## src/csrb_consts.svh

```systemverilog
// Purpose: constants for the subtract, round, square root and branch executor
// Assumes: 24-bit words, octal opcodes, one-hot register selects
// Notes: all bus offsets and register select codes live here; opcodes live in the package
`ifndef CSRB_CONSTS_SVH
`define CSRB_CONSTS_SVH

`define CSRB_SEL_I 6'h01
`define CSRB_SEL_J 6'h02
`define CSRB_SEL_K 6'h04
`define CSRB_SEL_E 6'h08
`define CSRB_SEL_A 6'h10
`define CSRB_SEL_T 6'h20
`define CSRB_ROUND_BIT 22
`define CSRB_SIGN_BIT 23
`define CSRB_SECTION_LAST 15'h7fff
`define CSRB_BYTE_WRAP_IDX 24'h400000
`define CSRB_BYTE_ONE 2'h1
`define CSRB_SRT_STEPS 5'h0c
`define CSRB_SRE_STEPS 5'h17
`define CSRB_ADDR_OPA 12'h000
`define CSRB_ADDR_OPB 12'h004
`define CSRB_ADDR_CMD 12'h008
`define CSRB_ADDR_STAT 12'h00c
`define CSRB_ADDR_I 12'h010
`define CSRB_ADDR_J 12'h014
`define CSRB_ADDR_K 12'h018
`define CSRB_ADDR_E 12'h01c
`define CSRB_ADDR_A 12'h020
`define CSRB_ADDR_T 12'h024
`define CSRB_ADDR_P 12'h028
`define CSRB_ADDR_C 12'h02c
`define CSRB_RESP_OKAY 2'h0
`define CSRB_RESP_SLVERR 2'h2

`endif

```

## src/csrb_pkg.sv

```systemverilog
// Purpose: types for the subtract, round, square root and branch executor
// Assumes: constants come from csrb_consts.svh
// Notes: none
package csrb_pkg;
  typedef enum logic [4:0] {
    OP_NOP       = 5'h00,
    OP_ROUND     = 5'h01,
    OP_SUB_RR    = 5'h02,
    OP_SUB_MEM   = 5'h03,
    OP_SUB_DBL   = 5'h04,
    OP_SUB_BYTE  = 5'h05,
    OP_SUB_IMM   = 5'h06,
    OP_SUB_IMMB  = 5'h07,
    OP_SQRT_N    = 5'h08,
    OP_SQRT_X    = 5'h09,
    OP_JUMP_S    = 5'h0a,
    OP_JUMP_L    = 5'h0b,
    OP_JUMP_LJ   = 5'h0c,
    OP_BR_COND   = 5'h0d,
    OP_INC_BR    = 5'h0e,
    OP_BYTE_BR   = 5'h0f,
    OP_LINK      = 5'h10,
    OP_LINK_U    = 5'h11
  } csrb_op_t;

  typedef enum logic [1:0] {
    ST_IDLE = 2'h0,
    ST_SQRT = 2'h1,
    ST_DONE = 2'h2
  } csrb_state_t;

  typedef struct packed {
    logic ovf;
    logic neg;
    logic zero;
    logic pos;
  } csrb_cond_t;

  typedef struct packed {
    csrb_op_t    op;
    logic [5:0]  src;
    logic [5:0]  dst;
    logic [2:0]  cond;
    logic [14:0] imm;
    logic        virt;
  } csrb_cmd_t;
endpackage

```

## src/csrb_sqrt.sv

```systemverilog
// Purpose: bit-serial integer square root, one root bit per clock
// Assumes: radicand up to 46 bits, start is a one-cycle pulse
// Notes: root squared plus remainder equals the top 2*steps_in bits of the radicand
`timescale 1ns/100ps
`default_nettype none
module csrb_sqrt #(
  parameter int RW = 46
) (
  input  wire logic          clock_in,
  input  wire logic          rst_n_in,
  input  wire logic          start_in,
  input  wire logic [RW-1:0] rad_in,
  input  wire logic [4:0]    steps_in,
  output logic               done_out,
  output logic [23:0]        root_out,
  output logic [24:0]        rem_out
);
  logic [RW-1:0] rad_r;
  logic [23:0]   root_r;
  logic [24:0]   rem_r;
  logic [4:0]    cnt_r;
  logic          busy_r;
  logic [26:0]   trial;
  logic [26:0]   cand;
  logic [26:0]   diff;

  assign cand  = {rem_r, rad_r[RW-1 -: 2]};
  assign trial = {1'b0, root_r, 2'b01};
  assign diff  = cand - trial;

  // one restoring step per clock
  always_ff @(posedge clock_in or negedge rst_n_in) begin
    if (!rst_n_in) begin
      rad_r    <= '0;
      root_r   <= '0;
      rem_r    <= '0;
      cnt_r    <= '0;
      busy_r   <= 1'b0;
      done_out <= 1'b0;
    end else begin
      done_out <= 1'b0;
      if (start_in) begin
        rad_r  <= rad_in;
        root_r <= '0;
        rem_r  <= '0;
        cnt_r  <= steps_in;
        busy_r <= 1'b1;
      end else if (busy_r) begin
        rad_r <= {rad_r[RW-3:0], 2'b00};
        if (cand >= trial) begin
          rem_r  <= diff[24:0];
          root_r <= {root_r[22:0], 1'b1};
        end else begin
          rem_r  <= cand[24:0];
          root_r <= {root_r[22:0], 1'b0};
        end
        cnt_r <= cnt_r - 5'h01;
        if (cnt_r == 5'h01) begin
          busy_r   <= 1'b0;
          done_out <= 1'b1;
        end
      end
    end
  end
  assign root_out = root_r;
  assign rem_out  = rem_r;
endmodule
`default_nettype wire

```

## src/csrb_exec.sv

```systemverilog
// Purpose: executes round, subtract, square root and branch instructions
// Assumes: commands and operands arrive over AXI4-Lite
// Notes: register file I J K E A T, program counter and condition held here
// How it works
// RULE_01 - round adds one when A22 set
// RULE_02 - round source kept unless it is destination
// RULE_03 - register subtract: destination minus source
// RULE_04 - memory subtract from I, J, K signed
// RULE_05 - memory subtract from E or A signed
// RULE_06 - double subtract uses words at address, address+1
// RULE_07 - double operands keep low word bit 23 zero
// RULE_08 - byte subtract touches only A bits 0-7
// RULE_09 - immediate subtract zero-extends fifteen bits; command word loads only the low twelve, top three zero
// RULE_10 - byte immediate sign-extends eight bits
// RULE_11 - root in A, remainder in E
// RULE_12 - A23 set at start flags overflow
// RULE_13 - normal root has twelve bits
// RULE_14 - extended root appends twenty-two zeros
// RULE_15 - last section word jumps to opposite section
// RULE_16 - byte step adds one to bits 22-23
// RULE_17 - byte wrap sets 01, bumps low bits
// RULE_18 - short jump 15 bits, long 16 bits
// RULE_19 - condition code picks test or negation
// RULE_20 - taken loads address, else next location
// RULE_21 - increment register, branch when nonzero
// RULE_22 - link stores return, jumps 15 bits
// RULE_23 - double register is E upper, A lower
// RULE_24 - subtract and round update condition
// RULE_25 - direct reference ignores index selection
`include "csrb_consts.svh"
`timescale 1ns/100ps
`default_nettype none
module csrb_exec #(
  parameter int AW = 12
) (
  input  wire logic          clock_in,
  input  wire logic          rst_n_in,
  input  wire logic [AW-1:0] s_axi_awaddr,
  input  wire logic          s_axi_awvalid,
  output logic               s_axi_awready,
  input  wire logic [31:0]   s_axi_wdata,
  input  wire logic [3:0]    s_axi_wstrb,
  input  wire logic          s_axi_wvalid,
  output logic               s_axi_wready,
  output logic [1:0]         s_axi_bresp,
  output logic               s_axi_bvalid,
  input  wire logic          s_axi_bready,
  input  wire logic [AW-1:0] s_axi_araddr,
  input  wire logic          s_axi_arvalid,
  output logic               s_axi_arready,
  output logic [31:0]        s_axi_rdata,
  output logic [1:0]         s_axi_rresp,
  output logic               s_axi_rvalid,
  input  wire logic          s_axi_rready
);
  logic [23:0]           regs_r [6];
  logic [15:0]           pc_r;
  csrb_pkg::csrb_cond_t  cc_r;
  logic [23:0]           opa_r;
  logic [23:0]           opb_r;
  csrb_pkg::csrb_cmd_t   cmd_r;
  csrb_pkg::csrb_state_t st_r;
  logic [AW-1:0]         awa_r;
  logic                  awh_r;
  logic [31:0]           wd_r;
  logic                  wh_r;
  logic                  sq_start_r;
  logic                  sq_ovf_r;
  logic                  sq_done;
  logic [23:0]           sq_root;
  logic [24:0]           sq_rem;

  // selected register values (one-hot)
  function automatic logic [23:0] pick(input logic [5:0] sel, input logic [23:0] r [6]);
    logic [23:0] v;
    v = 24'h000000;
    for (int i = 0; i < 6; i++) begin
      if (sel[i]) v = v | r[i];
    end
    return v;
  endfunction

  wire [23:0] src_v = pick(cmd_r.src, regs_r);
  wire [23:0] dst_v = pick(cmd_r.dst, regs_r);
  wire [23:0] reg_a = regs_r[4];
  wire [23:0] reg_e = regs_r[3];

  // arithmetic paths
  wire [23:0] round_v = reg_a[`CSRB_ROUND_BIT] ? src_v + 24'h000001 : src_v; // see RULE_01
  wire [23:0] rr_v    = dst_v - src_v;                                       // see RULE_03
  wire [23:0] mem_v   = dst_v - opa_r;                                       // see RULE_04
  wire [23:0] imm_v   = dst_v - {9'h000, cmd_r.imm};                         // see RULE_09
  wire [7:0]  smb_v   = reg_a[7:0] - opa_r[7:0];                             // see RULE_08
  wire [7:0]  sob_v   = reg_a[7:0] - cmd_r.imm[7:0];                         // see RULE_10
  // double: E upper, A lower, 23 magnitude bits in low word
  wire [46:0] dbl_d   = {reg_e, reg_a[22:0]};                                // see RULE_23
  wire [46:0] dbl_m   = {opa_r, opb_r[22:0]};                                // see RULE_06
  wire [46:0] dbl_v   = dbl_d - dbl_m;
  wire        dbl_ovf = (dbl_d[46] != dbl_m[46]) && (dbl_v[46] != dbl_d[46]);

  function automatic logic sub_ovf(input logic [23:0] a, input logic [23:0] b,
                                   input logic [23:0] r);
    return (a[23] != b[23]) && (r[23] != a[23]);
  endfunction

  function automatic csrb_pkg::csrb_cond_t cond_of(input logic [23:0] v, input logic o);
    csrb_pkg::csrb_cond_t c;
    c.ovf  = o;
    c.neg  = v[23];
    c.zero = (v == 24'h000000);
    c.pos  = !v[23] && (v != 24'h000000);
    return c;
  endfunction

  // branch targets and tests
  wire [15:0] seq_pc   = pc_r + 16'h0001;
  wire        last_wd  = !cmd_r.virt && (pc_r[14:0] == `CSRB_SECTION_LAST);
  // last word of a section flips the section bit for short branches
  wire [15:0] t15      = {pc_r[15] ^ last_wd, opa_r[14:0]};                 // see RULE_15
  wire [15:0] t16      = opa_r[15:0];                                        // see RULE_18
  // long forms use the direct address: index selection ignored, J always for indexed
  wire [15:0] t16_j    = opa_r[15:0] + regs_r[1][15:0];                      // see RULE_25
  logic       cond_hit;
  always_comb begin
    case (cmd_r.cond[1:0])
      2'h0:    cond_hit = cc_r.ovf;
      2'h1:    cond_hit = cc_r.neg;
      2'h2:    cond_hit = cc_r.zero;
      default: cond_hit = cc_r.pos;
    endcase
    if (cmd_r.cond[2]) cond_hit = !cond_hit;                                 // see RULE_19
  end
  wire [23:0] inc_v    = dst_v + 24'h000001;                                 // see RULE_21
  wire [1:0]  bb_hi    = dst_v[23:22] + 2'h1;                                // see RULE_16
  wire [21:0] bb_lo    = dst_v[21:0] + 22'h000001;
  wire        bb_wrap  = (bb_hi == 2'h0);
  wire [23:0] bb_v     = bb_wrap ? ((bb_lo == 22'h0) ? `CSRB_BYTE_WRAP_IDX
                                    : {`CSRB_BYTE_ONE, bb_lo})
                                 : {bb_hi, dst_v[21:0]};                     // see RULE_17
  wire        bb_take  = !bb_wrap || (bb_lo != 22'h0);

  // A left-justified for both forms; the step count sets the root length
  wire        sq_ext   = (cmd_r.op == csrb_pkg::OP_SQRT_X);
  wire [45:0] sq_rad   = {1'b0, reg_a[22:0], 22'h000000};                   // see RULE_11 RULE_14
  wire [4:0]  sq_steps = sq_ext ? `CSRB_SRE_STEPS : `CSRB_SRT_STEPS;         // see RULE_13

  csrb_sqrt #(.RW(46)) u_sqrt (
    .clock_in (clock_in),
    .rst_n_in (rst_n_in),
    .start_in (sq_start_r),
    .rad_in   (sq_rad),
    .steps_in (sq_steps),
    .done_out (sq_done),
    .root_out (sq_root),
    .rem_out  (sq_rem)
  );

  // bus decode
  wire        wr_go   = awh_r && wh_r && !s_axi_bvalid;
  wire [AW-1:0] wa    = awa_r;
  wire        wr_cmd  = wr_go && (wa == `CSRB_ADDR_CMD);
  wire        wr_opa  = wr_go && (wa == `CSRB_ADDR_OPA);
  wire        wr_opb  = wr_go && (wa == `CSRB_ADDR_OPB);
  wire        wr_pc   = wr_go && (wa == `CSRB_ADDR_P);
  wire        wr_cc   = wr_go && (wa == `CSRB_ADDR_C);
  wire        wr_rf   = wr_go && (wa >= `CSRB_ADDR_I) && (wa <= `CSRB_ADDR_T) && (wa[1:0] == 2'h0);
  wire [2:0]  wr_idx  = 3'((wa - `CSRB_ADDR_I) >> 2);
  wire        wr_ok   = wr_cmd || wr_opa || wr_opb || wr_pc || wr_cc || wr_rf;
  wire        exec_go = wr_cmd && (st_r == csrb_pkg::ST_IDLE);
  logic [31:0] rd_v;
  logic        rd_ok;
  wire [AW-1:0] ra = s_axi_araddr;
  always_comb begin
    rd_ok = 1'b1;
    if (ra == `CSRB_ADDR_OPA) rd_v = {8'h00, opa_r};
    else if (ra == `CSRB_ADDR_OPB) rd_v = {8'h00, opb_r};
    else if (ra == `CSRB_ADDR_CMD)
      rd_v = {cmd_r.op, cmd_r.src, cmd_r.dst, cmd_r.cond, cmd_r.imm[11:0]};
    else if (ra == `CSRB_ADDR_STAT) rd_v = {30'h0, st_r};
    else if (ra == `CSRB_ADDR_P) rd_v = {16'h0000, pc_r};
    else if (ra == `CSRB_ADDR_C) rd_v = {28'h0000000, cc_r};
    else if ((ra >= `CSRB_ADDR_I) && (ra <= `CSRB_ADDR_T) && (ra[1:0] == 2'h0))
      rd_v = {8'h00, regs_r[3'((ra - `CSRB_ADDR_I) >> 2)]};
    else begin
      rd_v  = 32'h00000000;
      rd_ok = 1'b0;
    end
  end

  // bus handshake
  always_ff @(posedge clock_in or negedge rst_n_in) begin
    if (!rst_n_in) begin
      awh_r <= 1'b0;
      wh_r  <= 1'b0;
      awa_r <= '0;
      wd_r  <= 32'h00000000;
      s_axi_bvalid <= 1'b0;
      s_axi_bresp  <= `CSRB_RESP_OKAY;
      s_axi_rvalid <= 1'b0;
      s_axi_rdata  <= 32'h00000000;
      s_axi_rresp  <= `CSRB_RESP_OKAY;
    end else begin
      if (s_axi_awvalid && s_axi_awready) begin
        awh_r <= 1'b1;
        awa_r <= s_axi_awaddr;
      end
      if (s_axi_wvalid && s_axi_wready) begin
        wh_r <= 1'b1;
        wd_r <= s_axi_wdata;
      end
      if (wr_go) begin
        awh_r        <= 1'b0;
        wh_r         <= 1'b0;
        s_axi_bvalid <= 1'b1;
        s_axi_bresp  <= wr_ok ? `CSRB_RESP_OKAY : `CSRB_RESP_SLVERR;
      end else if (s_axi_bready) begin
        s_axi_bvalid <= 1'b0;
      end
      if (s_axi_arvalid && s_axi_arready) begin
        s_axi_rvalid <= 1'b1;
        s_axi_rdata  <= rd_v;
        s_axi_rresp  <= rd_ok ? `CSRB_RESP_OKAY : `CSRB_RESP_SLVERR;
      end else if (s_axi_rready) begin
        s_axi_rvalid <= 1'b0;
      end
    end
  end
  assign s_axi_awready = !awh_r && !s_axi_bvalid;
  assign s_axi_wready  = !wh_r && !s_axi_bvalid;
  assign s_axi_arready = !s_axi_rvalid;

  // execution
  always_ff @(posedge clock_in or negedge rst_n_in) begin
    if (!rst_n_in) begin
      for (int i = 0; i < 6; i++) regs_r[i] <= 24'h000000;
      pc_r       <= 16'h0000;
      cc_r       <= '0;
      opa_r      <= 24'h000000;
      opb_r      <= 24'h000000;
      cmd_r      <= '0;
      st_r       <= csrb_pkg::ST_IDLE;
      sq_start_r <= 1'b0;
      sq_ovf_r   <= 1'b0;
    end else begin
      sq_start_r <= 1'b0;
      if (wr_opa) opa_r <= wd_r[23:0];
      if (wr_opb) opb_r <= wd_r[23:0];
      if (wr_pc) pc_r <= wd_r[15:0];
      if (wr_cc) cc_r <= wd_r[3:0];
      if (wr_rf && (wr_idx < 3'h6)) regs_r[wr_idx] <= wd_r[23:0];
      if (exec_go) begin
        cmd_r.op   <= csrb_pkg::csrb_op_t'(wd_r[31:27]);
        cmd_r.src  <= wd_r[26:21];
        cmd_r.dst  <= wd_r[20:15];
        cmd_r.cond <= wd_r[14:12];
        cmd_r.imm  <= {3'h0, wd_r[11:0]};
        cmd_r.virt <= 1'b0;
        st_r  <= csrb_pkg::ST_DONE;
        if ((csrb_pkg::csrb_op_t'(wd_r[31:27]) == csrb_pkg::OP_SQRT_N) ||
            (csrb_pkg::csrb_op_t'(wd_r[31:27]) == csrb_pkg::OP_SQRT_X)) begin
          st_r       <= csrb_pkg::ST_SQRT;
          sq_start_r <= 1'b1;
        end
      end
      case (st_r)
        csrb_pkg::ST_SQRT: begin
          if (sq_start_r) sq_ovf_r <= reg_a[`CSRB_SIGN_BIT];                // see RULE_12
          if (sq_done) begin
            regs_r[4] <= sq_root;                                            // see RULE_11
            regs_r[3] <= sq_rem[23:0];
            cc_r      <= cond_of(sq_root, sq_ovf_r);
            pc_r      <= seq_pc;
            st_r      <= csrb_pkg::ST_IDLE;
          end
        end
        csrb_pkg::ST_DONE: begin
          st_r <= csrb_pkg::ST_IDLE;
          pc_r <= seq_pc;
          for (int i = 0; i < 6; i++) begin
            if (cmd_r.dst[i]) begin
              case (cmd_r.op)
                csrb_pkg::OP_ROUND:   regs_r[i] <= round_v;                  // see RULE_02
                csrb_pkg::OP_SUB_RR:  regs_r[i] <= rr_v;
                csrb_pkg::OP_SUB_MEM: regs_r[i] <= mem_v;                    // see RULE_05
                csrb_pkg::OP_SUB_IMM: regs_r[i] <= imm_v;
                csrb_pkg::OP_INC_BR:  regs_r[i] <= inc_v;
                csrb_pkg::OP_BYTE_BR: regs_r[i] <= bb_v;
                csrb_pkg::OP_LINK:    regs_r[i] <= {8'h00, seq_pc};          // see RULE_22
                default: ;
              endcase
            end
          end
          case (cmd_r.op)
            csrb_pkg::OP_ROUND:   cc_r <= cond_of(round_v, 1'b0);            // see RULE_24
            csrb_pkg::OP_SUB_RR:  cc_r <= cond_of(rr_v, sub_ovf(dst_v, src_v, rr_v));
            csrb_pkg::OP_SUB_MEM: cc_r <= cond_of(mem_v, sub_ovf(dst_v, opa_r, mem_v));
            csrb_pkg::OP_SUB_IMM: cc_r <= cond_of(imm_v, sub_ovf(dst_v, {9'h0, cmd_r.imm}, imm_v));
            csrb_pkg::OP_SUB_DBL: begin
              regs_r[3] <= dbl_v[46:23];
              regs_r[4] <= {1'b0, dbl_v[22:0]};
              cc_r      <= cond_of(dbl_v[46:23] | {23'h0, |dbl_v[22:0]}, dbl_ovf);
            end
            csrb_pkg::OP_SUB_BYTE: begin
              regs_r[4] <= {reg_a[23:8], smb_v};
              cc_r <= cond_of({{16{smb_v[7]}}, smb_v},
                              (reg_a[7] != opa_r[7]) && (smb_v[7] != reg_a[7]));
            end
            csrb_pkg::OP_SUB_IMMB: begin
              regs_r[4] <= {reg_a[23:8], sob_v};
              cc_r <= cond_of({{16{sob_v[7]}}, sob_v},
                              (reg_a[7] != cmd_r.imm[7]) && (sob_v[7] != reg_a[7]));
            end
            csrb_pkg::OP_JUMP_S:  pc_r <= t15;
            csrb_pkg::OP_JUMP_L:  pc_r <= t16;
            csrb_pkg::OP_JUMP_LJ: pc_r <= t16_j;
            csrb_pkg::OP_BR_COND: if (cond_hit) pc_r <= t16;                 // see RULE_20
            csrb_pkg::OP_INC_BR:  if (inc_v != 24'h0) pc_r <= t16;
            csrb_pkg::OP_BYTE_BR: if (bb_take) pc_r <= t15;
            csrb_pkg::OP_LINK:    pc_r <= t15;
            csrb_pkg::OP_LINK_U:  begin
              regs_r[1] <= {8'h00, seq_pc};
              pc_r      <= t16;
            end
            default: ;
          endcase
        end
        default: ;
      endcase
    end
  end
endmodule
`default_nettype wire

```

## config.mk

```make
export PLATFORM = sky130hd
export DESIGN_NAME = csrb_exec
export DESIGN_NICKNAME = d
export VERILOG_FILES = /design/src/csrb_pkg.sv /design/src/csrb_sqrt.sv /design/src/csrb_exec.sv
export VERILOG_INCLUDE_DIRS = /design/src
export SDC_FILE = /design/constraint.sdc
export NUM_CORES = 2
export LEC_CHECK = 0
export BUFFER_PORTS_ARGS = -buffer_cell sky130_fd_sc_hd__buf_2
export CORE_MARGIN = 2
export CORE_UTILIZATION = 29
export CTS_BUF_LIST = sky130_fd_sc_hd__clkbuf_2 sky130_fd_sc_hd__clkbuf_4 sky130_fd_sc_hd__clkbuf_8
export DETAILED_ROUTE_END_ITERATION = 8
export GPL_TIMING_DRIVEN = 0
export PLACE_DENSITY = 0.52
export SYNTH_ARGS = -nofsm -noshare
export SYNTH_HDL_FRONTEND = slang
export SYNTH_SLANG_ARGS = --single-unit
```

## constraint.sdc

```tcl
create_clock -name clock_in -period 5 [get_ports clock_in]
set_clock_uncertainty 0.1 [all_clocks]
set_input_delay 0.75 -clock clock_in [delete_from_list [all_inputs] [get_ports clock_in]]
set_output_delay 0.75 -clock clock_in [all_outputs]
set_load 0.005 [all_outputs]
```

---- Yosys cells after proc, flatten, opt, wreduce, memory -nomap -nowiden ----
Cells that the tools add are included.
storage, ports and cells
  memories ................................ 0
  bits in registers ....................... 434
  bits in writable memories ............... 0
  latch bits .............................. 0
  memory bits (read-only) ................. 0
  output and inout port bits .............. 41
cells by class
  eq/ne operators ......................... 46
  add/subtract/negate cells ............... 16
  multiply operators ...................... 0
  reductions and logical operators ........ 91
  muxes and demuxes ....................... 101
  div/mod/pow operators ................... 0
  shifts and indexed selects .............. 0
  bitwise logic cells ..................... 14
  $lt $le $gt $ge ......................... 9
operators by type and width
  kind                                            count
  one-hot mux 24 bit (7 select lines)             6
  two-way mux 24 bit                              32
  bitwise OR 24 bit                               10
  nonzero test 24 bit                             9
  logical NOT 24 bit                              8
  bitwise mux 144 bit                             1
  two-way mux 144 bit                             1
  two-way mux 32 bit                              3
  one-hot mux 16 bit (6 select lines)             1
  one-hot mux 48 bit (2 select lines)             1
  two-way mux 46 bit                              2
  two-way mux 16 bit                              5
  two-way mux 25 bit                              3
  binary-select mux 24 bit (select 3 bit)         1
  demux 24 bit (select 3 bit)                     1
  two-way mux 72 bit                              1
  one-hot mux 24 bit (3 select lines)             1
  adder 24 x 1 -> 24 bit, second input constant   2
  == test 12 x 6 -> 1 bit, second input constant  4
  two-way mux 48 bit                              1
  subtractor 24 bit                               2
  subtractor 47 bit                               1
  == test 5 x 4 -> 1 bit, second input constant   9
  == test 12 x 4 -> 1 bit, second input constant  3
  other kinds (49)                                169

---- Longest topological paths before layout ----
  depth in word-level cells ............... 19
  gate-level depth with buffers ........... 22
  gate-level depth less buffers ........... 20

---- Hierarchy ----
Synthesis repeated with hierarchy kept, for this count alone.
second synthesis, totals
  cell total of the unflattened synthesis .. 4540
  area, all modules ....................... 37010.5 um2
modules (own cells, without submodules)
  module     seq. area each (um2)  cells an instance  area each (um2)  times used
  csrb_exec  8257.9                3874               30787.0          1
  csrb_sqrt  2552.4                666                6223.5           1

---- Least setup slack after synthesis ----
OpenSTA, ideal clock, no wires.
  path type ............................... flip-flop to flip-flop
  start point ............................. register cmd_r[20] (netlist name)
  end point ............................... register cc_r[0] (netlist name)
  data arrival time ....................... 4.363 ns
  cell stages (with the launch flop) ...... 22
  library setup time ...................... 0.126 ns
  buffers on the path ..................... 2
  period minus slack after synthesis ...... 4.589 ns
  setup slack ............................. 0.411 ns
  cells stage by stage .................... dfrtp_1 > buf_2 > a22oi_1 > and3_1 > clkbuf_1 > inv_1 > ha_1 > a21o_1 > or2_2 > o221ai_1 > and2_1 > nor4b_1 > ha_1 > nand4b_1 > nor4_1 > nand3_1 > nor4_1 > nand4b_1 > nor4b_1 > o311ai_0 > a211oi_1 > o2bb2ai_1
between the ends
  cells in the longest elaborated chain, start to end .. 14
RTL lines
  element                                                   RTL line          text
  from (decl)                                               csrb_exec.sv:61   csrb_pkg::csrb_cmd_t cmd_r;
  two-way mux 24 bit *                                      csrb_exec.sv:78   if (sel[i]) v = v | r[i];
  bitwise OR 24 bit                                         csrb_exec.sv:78
  two-way mux 24 bit *                                      csrb_exec.sv:78
  bitwise OR 24 bit                                         csrb_exec.sv:78
  two-way mux 24 bit *                                      csrb_exec.sv:78
  bitwise OR 24 bit                                         csrb_exec.sv:78
  two-way mux 24 bit *                                      csrb_exec.sv:78
  bitwise OR 24 bit                                         csrb_exec.sv:78
  two-way mux 24 bit *                                      csrb_exec.sv:78
  subtractor 24 x 12 -> 24 bit (tied with other cells)      csrb_exec.sv:92   wire [23:0] imm_v = dst_v - {9'h000, cmd_r.imm};
  nonzero test 24 bit or logical NOT 1 bit (tied branches)  csrb_exec.sv:111  c.pos = !v[23] && (v != 24'h000000);
  logical AND 1 bit                                         csrb_exec.sv:111
  one-hot mux 4 bit (7 select lines) *                      csrb_exec.sv:293  case (cmd_r.op)
  one-hot mux 4 bit (2 select lines) *                      csrb_exec.sv:265  case (st_r)
  to (signal assigned)                                      csrb_exec.sv:294  csrb_pkg::OP_ROUND: cc_r <= cond_of(round_v, 1'b0);
  to (signal assigned)                                      csrb_exec.sv:295  csrb_pkg::OP_SUB_RR: cc_r <= cond_of(rr_v, sub_ovf(dst_v, src_v, rr_v));
  to (signal assigned)                                      csrb_exec.sv:296  csrb_pkg::OP_SUB_MEM: cc_r <= cond_of(mem_v, sub_ovf(dst_v, opa_r, mem_v));
  to (decl)                                                 csrb_exec.sv:58   csrb_pkg::csrb_cond_t cc_r;
Every way passes the cells marked *; elsewhere a longest branch is shown, timed or not.
A chain may end at the register's enable or synchronous reset.

---- Worst setup path in the final report ----
  start point ............................. register regs_r (netlist bit reg_e[1])
  end point ............................... register cc_r[0] (netlist name)
between the ends
  cells in the longest elaborated chain, start to end .. 12
RTL lines
  element                                                   RTL line          text
  from (decl)                                               csrb_exec.sv:56   logic [23:0] regs_r [6];
  from (signal, indexed assignment)                         csrb_exec.sv:250  if (wr_rf && (wr_idx < 3'h6)) regs_r[wr_idx] <= wd_r[23:0];
  from (signal, indexed assignment)                         csrb_exec.sv:282  csrb_pkg::OP_ROUND: regs_r[i] <= round_v;
  from (signal, indexed assignment)                         csrb_exec.sv:283  csrb_pkg::OP_SUB_RR: regs_r[i] <= rr_v;
  bitwise OR 24 bit                                         csrb_exec.sv:78
  two-way mux 24 bit                                        csrb_exec.sv:78
  bitwise OR 24 bit                                         csrb_exec.sv:78
  two-way mux 24 bit                                        csrb_exec.sv:78
  bitwise OR 24 bit                                         csrb_exec.sv:78
  two-way mux 24 bit                                        csrb_exec.sv:78
  adder 24 x 1 -> 24 bit                                    csrb_exec.sv:89   wire [23:0] round_v = reg_a[`CSRB_ROUND_BIT] ? src_v + 24'h000001 : src_v;
  two-way mux 24 bit                                        csrb_exec.sv:89
  nonzero test 24 bit or logical NOT 1 bit (tied branches)  csrb_exec.sv:111
  logical AND 1 bit                                         csrb_exec.sv:111
  one-hot mux 4 bit (7 select lines) *                      csrb_exec.sv:293
  one-hot mux 4 bit (2 select lines) *                      csrb_exec.sv:265
Marks and branches as above.

==> run_results.csv <==
group,metric,value,unit
status,outcome,"finished, violations left",
status,violations,"capacitance limit, slew limit, setup timing",
final_layout,mostFrequentLayoutCells,"nand2_1 (630), dfrtp_1 (391), nor2_1 (358)",
yosys,synth-seq-cells,410,
pwr,clkPwrFrac,23.5,%
place,pre_cts_ws,-3070,ps
clock_network,clock_latency,870,ps
die,row_count,127,
pwr,irDropWorstVdd,364,uV
sta,rsz0062_at_grt,"true",
critical_path,critPathKind,"flop to flop",
pwr,p_switching,0.00868,W
die,dieArea,124000,um^2
place,dp_hpwl,170000,um
sta,fmax,0.176,GHz
grt,grt_pass1_vias,36800,
sta,period_needed,5670,ps
grt,gr-usage-all-layers,34.6,%
critical_path,slowest_delay,650,ps
pwr,power,0.0175,W
grt,grt_use_met3,12.5,%
run,cap_viol_max_count,4,
final_layout,area_delta_synth_final,18.2,%
critical_path,path_cells,"a22oi_2, nand3_2, ha_1, nor2b_1, o31a_1, o21a_4, o221ai_4, and2_4, nor4b_4, ha_4, nand4b_1, nor4_4, nand3_2, nor4_2, nand4b_1, nor4b_4, o311ai_4, a211oi_4, o2bb2ai_2",
final_layout,fillers,12800,
route,ant_nets,0,
grt,grt.met1_usage,43.6,%
sta,slew_headroom,-9.69,%
final_layout,layout_commonest_cell,"nand2_1",
critical_path,reg2regPathDepth,19,
critical_path,start_kind,"flop",
place,numPortBuffers,98,
critical_path,ff2ff_setup_slack,-670,ps
route,first_iter_violations,5371,
die,io_pins,108,
clock_network,numCtsBuffers,82,
pwr,leakage,17.3,nW
yosys,synth_flop_cell,"dfrtp_1",
final_layout,fin_cells,6292,
route,wl_per_cell,34.8,um
pwr,combPwrFrac,50.7,%
final_layout,drive_above_1_share,15.3,%
pwr,p_seq_share,25.8,%
critical_path,required,5600,ps
final_layout,fin_util,34.6,%
sta,report.final.slew_viol_count,27,
route,wl,219000,um
route,vias,39600,
grt,grt_overflow_total,0,
clock_network,htree_num_levels,3,
sta,setup_tns,-1340,ps
die,die_y,351,um
clock_network,clk_pin_slew_worst_paths,80,ps
yosys,synthesis.area,35000,um^2
sta,tightest_slew,1650,ps
min_path,min_path_type,"primary input to flop",
place,gp_congestion,1.10,
critical_path,crit_arrival,6280,ps
route,vias_per_cell,6.30,
yosys,synth_edf_count,0,
sta,hold_viol,0,
final_layout,nets,4844,
min_path,hold_depth,2,
pwr,power.density,424,nW/um^2
clock_network,cts_root_buf,"clkbuf_8",
yosys,synthArstFlopShare,100,%
place,dpl.cell_count,6065,
yosys,yosysUniqueCellTypes,102,
sta,setup_viol,5,
sta,period_share,113,%
yosys,yosysWarnings,0,
yosys,synth_cells,4340,
die,die_w,351,um
critical_path,cp_slowest_cell,"dfrtp_1",
grt,globalRouteMet2Util,49.2,%
clock_network,cts_tree,"done",
yosys,ys_seq_area_share,29.3,%
route,dr.pass1.iters,8,
grt,grt_pass1_wl,297000,um
grt,grt_max_degree,109,
yosys,avgSynthCellArea,8.07,um^2
pwr,p_int,0.00886,W
grt,busiest_layer,"met2",
clock_network,cts_sinks,410,
sta,fin_ws,-671,ps
die,core,120000,um^2
grt,antenna_found_initial,23,
pwr,swShare,49.5,%
critical_path,crit_path_end_kind,"flop",
route,drc,0,
die,initial_core_util,29.2,%
critical_path,path_max_fanout,5,
clock_network,cts_buffer_depth,3,
## cells by family (layout without fill, tap and decap cells)
family / after synthesis / after routing / synth area share (%)
other: 1 / 18 / 0.0107
buffers and inverters: 435 / 758 / 4.82
DFF: 410 / 410 / 29.3
and+or+nand+nor: 1481 / 1481 / 19.3
AOI/OAI and AO/OA: 1318 / 1318 / 24.9
muxes: 322 / 322 / 10.3
adders and majority gates: 178 / 178 / 6.51
xor gates and xnor gates: 195 / 195 / 4.88
## routing by layer
| metal | vias to the layer above | routed length (um) |
|---|---|---|
| met5 | - | 200 |
| met4 | 24 | 17200 |
| met3 | 754 | 27400 |
| met2 | 2786 | 89100 |
| met1 | 19600 | 85400 |
| li1 | 16500 | - |
## final timing paths
check	start	endpoint
max	reg_e[1]	cc_r[0]
min	s_axi_wdata[4]	wd_r[4]
max reg2reg	reg_e[1]	cc_r[0]
min reg2reg	s_axi_rresp[1]	s_axi_rresp[1]
max in group asynchronous	rst_n_in	reg_a[8]
min in group asynchronous	rst_n_in	s_axi_rdata[24]
## metrics by stage
stage,instance area (um^2),hold WS [ps]
2_1_floorplan,35000,342
5_1_grt,41400,40.6
3_3_place_gp,37500,359
3_5_place_dp,37800,366
6_report,41400,23.7
4_1_cts,40500,2.71
## critical path: cells and delay by family, from the launching register on
kind	cells	cell delay (ps)
AOI/OAI and AO/OA	7	1830
and+or+nand+nor	10	2350
DFF	1	650
adders and majority gates	2	560
## power groups by stage
| stage | Sequential, W | Combinational [W] | Clock [W] |
|---|---|---|---|
| 3_5_place_dp | 0.00451 | 0.00806 | 0 |
| 2_1_floorplan | 0.00398 | 0.00520 | 0 |
| 4_1_cts | 0.00444 | 0.00841 | 0.00412 |
| 5_1_grt | 0.00450 | 0.00931 | 0.00426 |
| 6_report | 0.00453 | 0.00889 | 0.00412 |
| 3_3_place_gp | 0.00450 | 0.00805 | 0 |
## repair_timing
| action | 4_1_cts | 5_1_grt |
|---|---|---|
| pin swaps | 21 | 25 |
| setup buffers | 21 | 42 |
| hold endpoints to repair | 40 | 0 |
| setup endpoints to repair | 136 | 104 |
| cloned | 0 | 0 |
| hold buffers | 3 | 0 |
| gates resized for setup | 170 | 108 |
## synth_stat cells (48+ instances only)
library cell / instances / share of area [%]
a21o_1: 68 / 1.5
a21oi_1: 263 / 3.8
a221oi_1: 48 / 1.2
a22oi_1: 164 / 3.5
a31oi_1: 67 / 1.2
clkbuf_1: 220 / 2.4
dfrtp_1: 410 / 29
ha_1: 171 / 6.1
inv_1: 153 / 1.6
mux2_2: 122 / 3.9
mux2i_1: 181 / 5.2
nand2_1: 630 / 6.8
nand3_1: 117 / 1.7
nor2_1: 360 / 3.9
nor3_1: 76 / 1.1
o21ai_0: 313 / 4.5
o22ai_1: 61 / 1.1
xnor2_1: 118 / 3.0
xor2_1: 77 / 1.9
## sequential cells by signal, indices dropped and copies added, names as in the netlist, 2 cells and up
| register | cells |
|---|---|
| awa_r | 12 |
| cc_r | 4 |
| cmd_r | 32 |
| opa_r | 24 |
| opb_r | 24 |
| pc_r | 16 |
| reg_a | 24 |
| reg_e | 24 |
| regs_r | 96 |
| s_axi_rdata | 32 |
| st_r | 2 |
| u_sqrt.cnt_r | 5 |
| u_sqrt.rad_r | 24 |
| u_sqrt.rem_out | 25 |
| u_sqrt.root_out | 24 |
| wd_r | 32 |
## cell type report
cell class / instances / area (um^2) / share of cell area [%]
Tap cell: 1612 / 2020 / 4.87
Buffer: 273 / 1320 / 3.19
Clock inverter: 30 / 303 / 0.731
Timing Repair Buffer: 178 / 1320 / 3.18
Multi-Input combinational cell: 3496 / 24000 / 57.9
Clock buffer: 119 / 1540 / 3.73
Antenna cell: 16 / 40.0 / 0.0967
Inverter: 158 / 601 / 1.45
Sequential cell: 410 / 10300 / 24.8
(Power assumes the default switching activity.)
